--- config.mk ---
export PLATFORM = sky130hd
export DESIGN_NAME = dpskd_demod
export DESIGN_NICKNAME = d
export VERILOG_FILES = /design/src/dpskd_demod.v
export VERILOG_INCLUDE_DIRS = /design/src
export SDC_FILE = /design/constraint.sdc
export NUM_CORES = 2
export LEC_CHECK = 0
export CORE_ASPECT_RATIO = 1.75
export CORE_MARGIN = 2
export CORE_UTILIZATION = 55
export CTS_CLUSTER_DIAMETER = 60
export DETAILED_ROUTE_END_ITERATION = 10
export DONT_BUFFER_PORTS = 1
export PLACE_DENSITY = 0.73
export SKIP_LAST_GASP = 1
export SLEW_MARGIN = 20
export SYNTH_ARGS = -nofsm -noshare
export SYNTH_HDL_FRONTEND = slang
export SYNTH_SLANG_ARGS = --single-unit
--- constraint.sdc ---
create_clock -name i_clk_sys -period 8.6 [get_ports i_clk_sys]
set_clock_uncertainty 0.2 [all_clocks]
set_input_delay 1.29 -clock i_clk_sys [delete_from_list [all_inputs] [get_ports i_clk_sys]]
set_output_delay 1.29 -clock i_clk_sys [all_outputs]
set_load 0.1 [all_outputs]
--- src/dpskd_defs.vh ---
// Constants for the DPSK dot/cross demodulator receive path.
// Assumes a single I.F. sample clock and offset-binary or two's complement ADC data.
// Function
// RULE1 - In quadrature mode the downconverter uses all four multipliers on the I and Q sample pair.
// RULE2 - In direct I.F. mode the quadrature input is forced to its zero code, so only two products count.
// RULE3 - The integrate-and-dump sums each channel over N samples, outputs the sum and restarts.
// RULE4 - The configuring party sets N so the baseband rate is twice the chip rate.
// RULE5 - The configuring party picks direct I.F. mode only for chip rates below one eighth of the sample rate.
// RULE6 - Dot is I(k)I(k-1)+Q(k)Q(k-1) and cross is Q(k)I(k-1)-I(k)Q(k-1), signed.
// RULE7 - Operands are the present symbol and the one a symbol earlier, held in a delay register.
// RULE8 - Demodulator inputs are the 8-bit matched-filter outputs at each symbol's peak-power sample.
// RULE9 - A fixed phase rotation can be applied to the previous symbol before the product.
// RULE10 - In DBPSK the decision uses only the dot sign, with no rotation.
// RULE11 - Non-negative dot gives bit 0 (no phase change), negative gives bit 1, one per symbol strobe.
`ifndef DPSKD_DEFS_VH
`define DPSKD_DEFS_VH
`define DPSKD_ADC_W 8
`define DPSKD_SYM_W 8
`define DPSKD_NCO_W 8
`define DPSKD_DEC_W 8
`define DPSKD_DEC_RST 8'h04
`define DPSKD_ROT_NONE 2'h0
`define DPSKD_ROT_P45 2'h1
`define DPSKD_ROT_M45 2'h2
`define DPSKD_BIT_SAME 1'b0
`endif

--- src/dpskd_demod.v ---
// Downconverter, integrate-and-dump decimator and differential dot/cross demodulator.
// Assumes ADC samples and NCO words arrive asynchronous to nothing: all on i_clk_sys,
// and despread symbols arrive with a one-cycle symbol strobe from the matched filter.
// Limitation: the oscillator words are not delayed to match the two-flop sample path,
// so the oscillator must be generated on this clock with that lag in mind.
`timescale 1ns/100ps
`include "dpskd_defs.vh"
module dpskd_demod #(
   parameter ADC_W = `DPSKD_ADC_W,
   parameter NCO_W = `DPSKD_NCO_W,
   parameter DEC_W = `DPSKD_DEC_W,
   parameter ACC_W = ADC_W + NCO_W + DEC_W
) (
   input wire i_clk_sys,
   input wire i_rst_b,
   input wire i_quad_mode,
   input wire i_adc_offset_bin,
   input wire [DEC_W-1:0] i_dec_count,
   input wire [ADC_W-1:0] i_inphase_sample_input,
   input wire [ADC_W-1:0] i_quadrature_sample_input,
   input wire signed [NCO_W-1:0] i_nco_cos,
   input wire signed [NCO_W-1:0] i_nco_sin,
   input wire i_sym_strobe,
   input wire signed [7:0] i_sym_i,
   input wire signed [7:0] i_sym_q,
   input wire [1:0] i_rot_sel,
   output reg signed [ACC_W-1:0] o_bb_i,
   output reg signed [ACC_W-1:0] o_bb_q,
   output reg o_bb_valid,
   output reg signed [17:0] o_dot,
   output reg signed [17:0] o_cross,
   output reg o_bit,
   output reg o_bit_valid
);
   // ----------------------------------------
   // Input synchronisers (external pins)
   // ----------------------------------------
   // Two flops per pin; only the second flop is read by logic
   reg quad_s1;
   reg quad_s2;
   reg offb_s1;
   reg offb_s2;
   reg [DEC_W-1:0] dec_s1;
   reg [DEC_W-1:0] dec_s2;
   reg [1:0] rot_s1;
   reg [1:0] rot_s2;
   reg [ADC_W-1:0] si_s1;
   reg [ADC_W-1:0] si_s2;
   reg [ADC_W-1:0] sq_s1;
   reg [ADC_W-1:0] sq_s2;
   always @(posedge i_clk_sys or negedge i_rst_b) begin
      if (!i_rst_b) begin
         quad_s1 <= 1'b0;
         quad_s2 <= 1'b0;
         offb_s1 <= 1'b0;
         offb_s2 <= 1'b0;
         dec_s1 <= `DPSKD_DEC_RST;
         dec_s2 <= `DPSKD_DEC_RST;
         rot_s1 <= `DPSKD_ROT_NONE;
         rot_s2 <= `DPSKD_ROT_NONE;
         si_s1 <= {ADC_W{1'b0}};
         si_s2 <= {ADC_W{1'b0}};
         sq_s1 <= {ADC_W{1'b0}};
         sq_s2 <= {ADC_W{1'b0}};
      end else begin
         quad_s1 <= i_quad_mode;
         quad_s2 <= quad_s1;
         offb_s1 <= i_adc_offset_bin;
         offb_s2 <= offb_s1;
         dec_s1 <= i_dec_count;
         dec_s2 <= dec_s1;
         rot_s1 <= i_rot_sel;
         rot_s2 <= rot_s1;
         si_s1 <= i_inphase_sample_input;
         si_s2 <= si_s1;
         sq_s1 <= i_quadrature_sample_input;
         sq_s2 <= sq_s1;
      end
   end

   // ----------------------------------------
   // Complex mixer
   // ----------------------------------------
   // Offset binary becomes two's complement by flipping the MSB
   function signed [ADC_W-1:0] to_signed;
      input [ADC_W-1:0] raw;
      input offb;
      begin
         to_signed = {raw[ADC_W-1] ^ offb, raw[ADC_W-2:0]};
      end
   endfunction
   wire signed [ADC_W-1:0] xi = to_signed(si_s2, offb_s2);
   // Direct I.F. mode: Q pinned to zero code, only I*cos and I*sin remain (see RULE2)
   wire signed [ADC_W-1:0] xq = quad_s2 ? to_signed(sq_s2, offb_s2) : {ADC_W{1'b0}};
   // Four products; in direct mode the two on xq are zero (see RULE2)
   wire signed [ADC_W+NCO_W-1:0] prod_ic = xi * i_nco_cos;
   wire signed [ADC_W+NCO_W-1:0] prod_qs = xq * i_nco_sin;
   wire signed [ADC_W+NCO_W-1:0] prod_qc = xq * i_nco_cos;
   wire signed [ADC_W+NCO_W-1:0] prod_is = xi * i_nco_sin;
   // Full complex multiply by conj oscillator (see RULE1)
   wire signed [ADC_W+NCO_W:0] mix_i = prod_ic + prod_qs;
   wire signed [ADC_W+NCO_W:0] mix_q = prod_qc - prod_is;

   // ----------------------------------------
   // Integrate and dump
   // ----------------------------------------
   reg signed [ACC_W-1:0] acc_i;
   reg signed [ACC_W-1:0] acc_q;
   reg [DEC_W-1:0] dec_cnt;
   // Count is compared every cycle, so a new N acts at once;
   // a change in mid-sum shortens or stretches that one sum only
   wire dump = (dec_cnt + {{(DEC_W-1){1'b0}}, 1'b1} >= dec_s2);
   wire signed [ACC_W-1:0] mix_i_x = {{(ACC_W-ADC_W-NCO_W-1){mix_i[ADC_W+NCO_W]}}, mix_i};
   wire signed [ACC_W-1:0] mix_q_x = {{(ACC_W-ADC_W-NCO_W-1){mix_q[ADC_W+NCO_W]}}, mix_q};
   always @(posedge i_clk_sys or negedge i_rst_b) begin
      if (!i_rst_b) begin
         acc_i <= {ACC_W{1'b0}};
         acc_q <= {ACC_W{1'b0}};
         dec_cnt <= {DEC_W{1'b0}};
         o_bb_i <= {ACC_W{1'b0}};
         o_bb_q <= {ACC_W{1'b0}};
         o_bb_valid <= 1'b0;
      end else begin
         o_bb_valid <= dump;
         // Sum N samples, emit and restart with no lost sample (see RULE3)
         if (dump) begin
            o_bb_i <= acc_i + mix_i_x;
            o_bb_q <= acc_q + mix_q_x;
            acc_i <= {ACC_W{1'b0}};
            acc_q <= {ACC_W{1'b0}};
            dec_cnt <= {DEC_W{1'b0}};
         end else begin
            acc_i <= acc_i + mix_i_x;
            acc_q <= acc_q + mix_q_x;
            dec_cnt <= dec_cnt + {{(DEC_W-1){1'b0}}, 1'b1};
         end
      end
   end

   // ----------------------------------------
   // Differential demodulator
   // ----------------------------------------
   // Peak-power symbol values, strobed once per symbol (see RULE8)
   reg signed [7:0] prev_i;
   reg signed [7:0] prev_q;
   reg signed [8:0] rot_i;
   reg signed [8:0] rot_q;
   // Sign extension to the rotation width
   function signed [8:0] widen;
      input signed [7:0] v;
      begin
         widen = {v[7], v};
      end
   endfunction
   // Halving rounds toward minus infinity, as a shift does
   function signed [8:0] halve;
      input signed [8:0] v;
      begin
         halve = v >>> 1;
      end
   endfunction
   // Nine bits hold every sum and difference of two 8-bit values
   wire signed [8:0] prev_i_w = widen(prev_i);
   wire signed [8:0] prev_q_w = widen(prev_q);
   wire signed [8:0] pair_sum = prev_i_w + prev_q_w;
   wire signed [8:0] pair_diff = prev_i_w - prev_q_w;
   // +45 rotates the previous symbol; -45 takes half of I+Q for I and its negation for Q; halving keeps 8-bit range except -45 Q at +128 (see RULE9)
   always @* begin
      case (rot_s2)
         `DPSKD_ROT_P45: begin
            rot_i = halve(pair_diff);
            rot_q = halve(pair_sum);
         end
         `DPSKD_ROT_M45: begin
            rot_i = halve(pair_sum);
            rot_q = -halve(pair_sum);
         end
         default: begin
            // DBPSK path: no rotation (see RULE10)
            rot_i = {prev_i[7], prev_i};
            rot_q = {prev_q[7], prev_q};
         end
      endcase
   end

   // ----------------------------------------
   // One-symbol delay register
   // ----------------------------------------
   // Zero after reset, so the first product after reset is zero (see RULE7)
   always @(posedge i_clk_sys or negedge i_rst_b) begin
      if (!i_rst_b) begin
         prev_i <= 8'h00;
         prev_q <= 8'h00;
      end else if (i_sym_strobe) begin
         prev_i <= i_sym_i;
         prev_q <= i_sym_q;
      end
   end

   // ----------------------------------------
   // Products and decision
   // ----------------------------------------
   // Signed dot and cross products (see RULE6)
   wire signed [17:0] next_dot = i_sym_i * rot_i + i_sym_q * rot_q;
   wire signed [17:0] next_cross = i_sym_q * rot_i - i_sym_i * rot_q;
   always @(posedge i_clk_sys or negedge i_rst_b) begin
      if (!i_rst_b) begin
         o_dot <= 18'h00000;
         o_cross <= 18'h00000;
         o_bit <= `DPSKD_BIT_SAME;
         o_bit_valid <= 1'b0;
      end else begin
         o_bit_valid <= i_sym_strobe;
         if (i_sym_strobe) begin
            o_dot <= next_dot;
            o_cross <= next_cross;
            // Sign of dot only; negative means a 180 degree change (see RULE11)
            o_bit <= next_dot[17];
         end
      end
   end
endmodule

==> Word-level counts from Yosys, hierarchy flattened <==
Index checks and enable logic that the tools add are counted.
{ "word_totals": {"regBits": 215, "in_bits": 63, "out_inout_bits": 87, "elab_cells": 53} }
{ "classes": {"add_sub_neg": 10, "n_mul": 8, "n_lt_le_gt_ge": 1, "eq_ne": 2, "muxes": 6, "bitwise_logic": 2} }
{ "ops": {"columns": ["op", "count"], "rows": [
  ["$mul A8 B9 Y17", 4],
  ["$mul A8 B8 Y16", 4],
  ["$add A24 B17 Y24", 2],
  ["$mux W24", 2],
  ["$pmux W9 S2", 2],
  ["$add A17 B17 Y18", 1],
  ["$sub A17 B17 Y18", 1],
  ["$add A16 B16 Y17", 1],
  ["$sub A16 B16 Y17", 1],
  ["$mux W8", 2],
  ["$add A8 B8 Y9", 1],
  ["$neg A8 Y9", 1],
  ["$sub A8 B8 Y9", 1],
  ["$add A8 B1 Y8 const B", 1],
  ["$ge A8 B8 Y1", 1],
  ["$eq A2 B1 Y1 const B", 1],
  ["$eq A2 B2 Y1 const B", 1],
  ["$xor A1 B1 Y1", 2]
]} }

==> Depth between registers and ports, before layout <==
{ "logic_depth": {"word_depth": 6, "ltp_mapped": 34, "ltp_nobuf": 32} }

==> Least setup slack after synthesis <==
Ideal clock, no wire load.
{ "synth_timing": {"path_kind": "register to register", "startpoint": "register prev_i[3]", "endpoint": "register o_cross[17]", "setup_ns": 0.090, "t_arrival_ns": 7.956, "t_required_ns": 8.310, "slack_ns": 0.354, "stages_incl_launch_ff": 31, "path_buffers": 1, "synth_period_minus_slack_ns": 8.246, "cell_sequence": "dfrtp_1 -> ha_1 -> and2b_2 -> a211oi_2 -> mux2_4 -> a2111oi_4 -> a221oi_1 -> a21oi_1 -> clkbuf_1 -> nand2_1 -> fa_1 -> inv_1 -> fa_1 -> inv_1 -> fa_1 -> inv_1 -> fa_1 -> fa_1 -> inv_1 -> fa_1 -> inv_1 -> ha_1 -> nor4_1 -> o21ai_0 -> nand2_1 -> o2111ai_1 -> nand2_1 -> nor2_1 -> a211oi_1 -> mux4_2 -> o2111ai_1"} }
{ "synth_via": {"elab_chain_len": 5, "elab_cells_between_ends": 8, "classes_between": "add/sub: 4; mul: 2; mux: 2"} }
{ "synth_rtl": {"columns": ["item", "line", "source"], "rows": [
  ["start: declaration", "dpskd_demod.v:144", "reg signed [7:0] prev_i;"],
  ["start signal: assignment", "dpskd_demod.v:195", "prev_i <= i_sym_i;"],
  ["$add A8 B8 Y9", "dpskd_demod.v:165", "wire signed [8:0] pair_sum = prev_i_w + prev_q_w;"],
  ["$neg A8 Y9", "dpskd_demod.v:176", "rot_q = -halve(pair_sum);"],
  ["$pmux W9 S2", "dpskd_demod.v:169", "case (rot_s2)"],
  ["$mul A8 B9 Y17", "dpskd_demod.v:205", "wire signed [17:0] next_cross = i_sym_q * rot_i - i_sym_i * rot_q;"],
  ["$sub A17 B17 Y18 (*)", "dpskd_demod.v:205", null],
  ["end signal: assignment", "dpskd_demod.v:216", "o_cross <= next_cross;"],
  ["end: declaration", "dpskd_demod.v:31", "output reg signed [17:0] o_cross,"]
]} }
Mark *: on every way between the ends. The rest lies on a longest branch, timed or not.
A chain may end at the register's enable or synchronous reset.

==> Worst setup path in the final report <==
{ "layout_timing": {"startpoint": "register prev_q[3]", "endpoint": "register o_cross[17]"} }
{ "layout_via": {"elab_chain_len": 5, "elab_cells_between_ends": 8, "classes_between": "add/sub: 4; mul: 2; mux: 2"} }
{ "layout_rtl": {"columns": ["item", "line", "source"], "rows": [
  ["start: declaration", "dpskd_demod.v:145", "reg signed [7:0] prev_q;"],
  ["start signal: assignment", "dpskd_demod.v:196", "prev_q <= i_sym_q;"],
  ["$add A8 B8 Y9", "dpskd_demod.v:165", null],
  ["$neg A8 Y9", "dpskd_demod.v:176", null],
  ["$pmux W9 S2", "dpskd_demod.v:169", null],
  ["$mul A8 B9 Y17", "dpskd_demod.v:205", null],
  ["$sub A17 B17 Y18 (*)", "dpskd_demod.v:205", null]
]} }
Marks and branches as above.

==> flow_metrics.py <==
metrics = {
    "clock_tree": {
        "cts_hold_buffers": 0,
        "cts_tree": "done",
        "ctsLongestPathBuffers": 3,
        "clock_insertion_delay_worst_skew_ns": 0.59,
        "numClockSinks": 214,
        "htree_depth": 1,
        "clock_tree.root_cell": "sky130_fd_sc_hd__clkbuf_16",
        "clk_pin_slew_ns": 0.06,
        "tritoncts.num_buffers": 27,
    },
    "sta": {
        "finalCriticalPeriod_ns": 8.241,
        "final_hold_viol_count": 0,
        "report.final.slew_viol_count": 0,
        "min_period_over_period": 0.9583,
        "timing.max_slew.rel_slack": 0.3052,
        "maxClockFrequency_ghz": 0.1213,
        "totalNegativeSetupSlack_ns": 0,
        "setup_viol": 0,
        "worst_pin_slew_ns": 1.042,
    },
    "drt": {
        "postRouteWirelength_um": 82860,
        "dr.first_iter.drc_count": 1123,
        "route.vias.total": 22970,
        "drt-pass1-iter-count": 5,
        "via_per_inst": 5.520,
        "post-route-drc-count": 0,
        "route.detailed.wl_per_inst_um": 19.91,
        "count_of_antenna_violating_nets_left_after_detailed_routing": 0,
    },
    "logic_synthesis": {
        "synth_simple_gate_area_frac": 0.1233,
        "synth.distinct_cells": 79,
        "synth_fa_ha_area_frac": 0.5181,
        "synth_top_family_by_area": "adder cells",
        "ys_seq_area_frac": 0.1580,
        "mappedNetlistArea_um2": 33910,
        "ys.flop_type": "sky130_fd_sc_hd__dfrtp_1",
        "mappedNetlistNets": 4444,
        "asyncSetResetFlopFracSynth": 1.000,
        "synth_area_per_cell_um2": 10.02,
        "synth_xor_area_frac": 0.03583,
        "yosys-mux-area-fraction": 0.01302,
        "number_of_warnings_issued_by_yosys": 0,
        "synth-compound-area-share": 0.05549,
        "ys_seq_elements": 214,
        "postSynthCellCount": 3383,
        "synth_edf_count": 0,
    },
    "setup_path": {
        "critical_path_required_ns": 8.91,
        "timing.critical_path.arrival_ns": 8.55,
        "criticalPathCategory": "reg2reg",
        "critPathCaptureType": "register",
        "timing.critical_path.fanout_max": 6,
        "critical_path.most_common_cell": "sky130_fd_sc_hd__fa_1",
        "stage_delay_of_the_slowest_cell_on_the_critical_path_ns": 0.57,
        "slowest_stage": "sky130_fd_sc_hd__fa_1",
        "cp-start-kind": "register",
    },
    "cells_and_area": {
        "layout-drive-gt1-share": 0.05465,
        "final_cell_mix": "741 x sky130_fd_sc_hd__inv_1, 676 x sky130_fd_sc_hd__fa_1, 320 x sky130_fd_sc_hd__ha_1",
        "final_common_cell": "sky130_fd_sc_hd__inv_1",
        "finalInstanceArea_um2": 35890,
        "finish.net_count": 4407,
        "area_delta_synth_final_pct": 5.848,
        "fillCellCount": 5178,
    },
    "floorplanning": {
        "floorplan.die.width_um": 191.7,
        "initial_core_util": 0.5549,
        "top_level_ports": 150,
        "floorplan.rows": 120,
        "fp.coreArea_um2": 61110,
        "dieArea_um2": 63740,
        "dieHeight_um": 332.5,
    },
    "outcome": {
        "outcome": "complete, no violations",
    },
    "grt": {
        "grt_start_max_net_pins": 215,
        "grt_most_used_layer": "met2",
        "grt_pass1_vias": 26140,
        "overflow": 0,
        "initial_antenna_violation_count": 4,
        "fraction_of_met3_tracks_used_by_global_routing": 0.03915,
        "grt.met1_usage": 0.2715,
        "grt_util_met2": 0.5308,
        "track_usage": 0.2795,
        "global_route_wire_length_before_repair_um": 135600,
    },
    "flow_run": {
        "max-cap-violations": 0,
    },
    "placed_design": {
        "placed_area_um2": 34770,
        "port_buffers": 0,
        "post-dp-hpwl_um": 67140,
        "gp_congestion": 0.9085,
    },
    "hold_path": {
        "worstHoldPathType": "reg2reg",
    },
}
[critical path, delay by kind of cell, from the launching register on]
family	cells	cell delay, ns
compound gates	7	1.59
mux	2	0.88
flops	1	0.38
simple gates	7	0.83
buf+inv	5	0.59
xor+xnor	1	0.14
fa+ha+maj	8	3.51
[logic make-up (layout without fill, tap and decap cells)]
logic type / after synthesis / in the layout
adder cells (fa/ha/maj): 998 / 998
buffers and inverters: 863 / 847
AND/OR/NAND/NOR: 848 / 848
AO/OA/AOI/OAI: 285 / 285
flip-flops: 214 / 214
XOR/XNOR: 137 / 137
multiplexers: 38 / 38
other: 0 / 1
[state kept, by name, summed over array words and instances, names as in the netlist, 17 cells and up]
signal,count
acc_q,24
o_bb_q,24
acc_i,24
o_cross,18
o_bb_i,24
o_dot,17
[path summary, 6_finish.rpt]
path,from,to,slack (ns),depth (start not counted)
min in group asynchronous,i_rst_b,acc_i[2],0.20,0
setup reg to reg,prev_q[3],o_cross[17],0.36,30
hold reg to reg,sq_s1[6],sq_s2[6],0.15,0
setup / recovery,prev_q[3],o_cross[17],0.36,30
hold / removal,sq_s1[6],sq_s2[6],0.15,0
max in group asynchronous,i_rst_b,o_bit,7.65,0
[synth_stat cells (3+ instances only)]
master                      count  area share
sky130_fd_sc_hd__inv_1        742       0.082
sky130_fd_sc_hd__nand4_1        3     0.00055
sky130_fd_sc_hd__xor2_1        40       0.010
sky130_fd_sc_hd__xnor2_1       95       0.025
sky130_fd_sc_hd__o21a_1        10      0.0022
sky130_fd_sc_hd__ha_1         321        0.12
sky130_fd_sc_hd__a21oi_1       73       0.011
sky130_fd_sc_hd__and3_1        83       0.015
sky130_fd_sc_hd__and2_1       195       0.036
sky130_fd_sc_hd__fa_1         677        0.40
sky130_fd_sc_hd__nor3_1        18      0.0027
sky130_fd_sc_hd__a211oi_1       9      0.0020
sky130_fd_sc_hd__clkinv_1       3     0.00033
sky130_fd_sc_hd__o21bai_1       8      0.0018
sky130_fd_sc_hd__o2111ai_1      8      0.0021
sky130_fd_sc_hd__a221oi_1       8      0.0021
sky130_fd_sc_hd__a21o_1        29      0.0064
sky130_fd_sc_hd__o21ai_0       83       0.012
sky130_fd_sc_hd__or3_1          6      0.0011
sky130_fd_sc_hd__dfrtp_1      212        0.16
sky130_fd_sc_hd__o211ai_1       8      0.0018
sky130_fd_sc_hd__buf_2          5     0.00074
sky130_fd_sc_hd__nor2_1       130       0.014
sky130_fd_sc_hd__a31o_2         3     0.00077
sky130_fd_sc_hd__buf_1          5     0.00055
sky130_fd_sc_hd__or2_2          4     0.00074
sky130_fd_sc_hd__o31ai_1        6      0.0013
sky130_fd_sc_hd__nor2b_1       34      0.0063
sky130_fd_sc_hd__nor4_1         6      0.0011
sky130_fd_sc_hd__mux2_2        35       0.012
sky130_fd_sc_hd__nand2b_1      28      0.0052
sky130_fd_sc_hd__nand3_1       30      0.0044
sky130_fd_sc_hd__a31oi_1        5     0.00092
sky130_fd_sc_hd__nand2_1      303       0.034
sky130_fd_sc_hd__clkbuf_1     103       0.011
[cell type report]
cell class | count | area [um^2] | share of cell area
timing repair buffer | 51 | 382.9 | 0.01067
multi-input combinational | 2306 | 25400 | 0.7076
sequential | 214 | 5360 | 0.1493
inverter | 746 | 2800 | 0.07801
clock inverter | 22 | 277.8 | 0.007738
tap | 793 | 992.2 | 0.02764
antenna | 1 | 2.502 | 0.00006972
clock buffer | 28 | 679.4 | 0.01893
[per-stage QoR]
| step | util | hold slack [ns] | instances | setup slack [ns] |
|---|---|---|---|---|
| 2_1_floorplan | - | 0.1312 | 3383 | 0.3540 |
| 3_3_place_gp | 0.5690 | 0.1320 | 4101 | 0.09689 |
| 3_5_place_dp | 0.5690 | 0.1347 | 4101 | -0.05286 |
| 4_1_cts | 0.5847 | 0.1500 | 4151 | 0.05738 |
| 5_1_grt | 0.5874 | 0.1534 | 4161 | -0.02560 |
| 6_report | 0.5874 | 0.1477 | 4161 | 0.3587 |
[routing by layer]
| metal | vias to the layer above | wire length [um] | share of wire |
|---|---|---|---|
| li1 | 10220 | - | - |
| met1 | 11730 | 25700 | 0.31 |
| met2 | 690 | 46020 | 0.56 |
| met3 | 327 | 3942 | 0.048 |
| met4 | 6 | 7157 | 0.086 |
| met5 | - | 42 | 0.00051 |
[what timing repair did]
| item | in CTS | in global routing |
|---|---|---|
| resized for setup | 1 | 21 |
| endpoints found under the setup margin | 1 | 7 |
| buffers inserted | 0 | 9 |
| hold endpoints to repair | 0 | 0 |
| pin swaps | 0 | 7 |
Power is left out: the tool's default activity adds up to more than one toggle a clock period on the data nets, which glitch-free logic cannot reach.
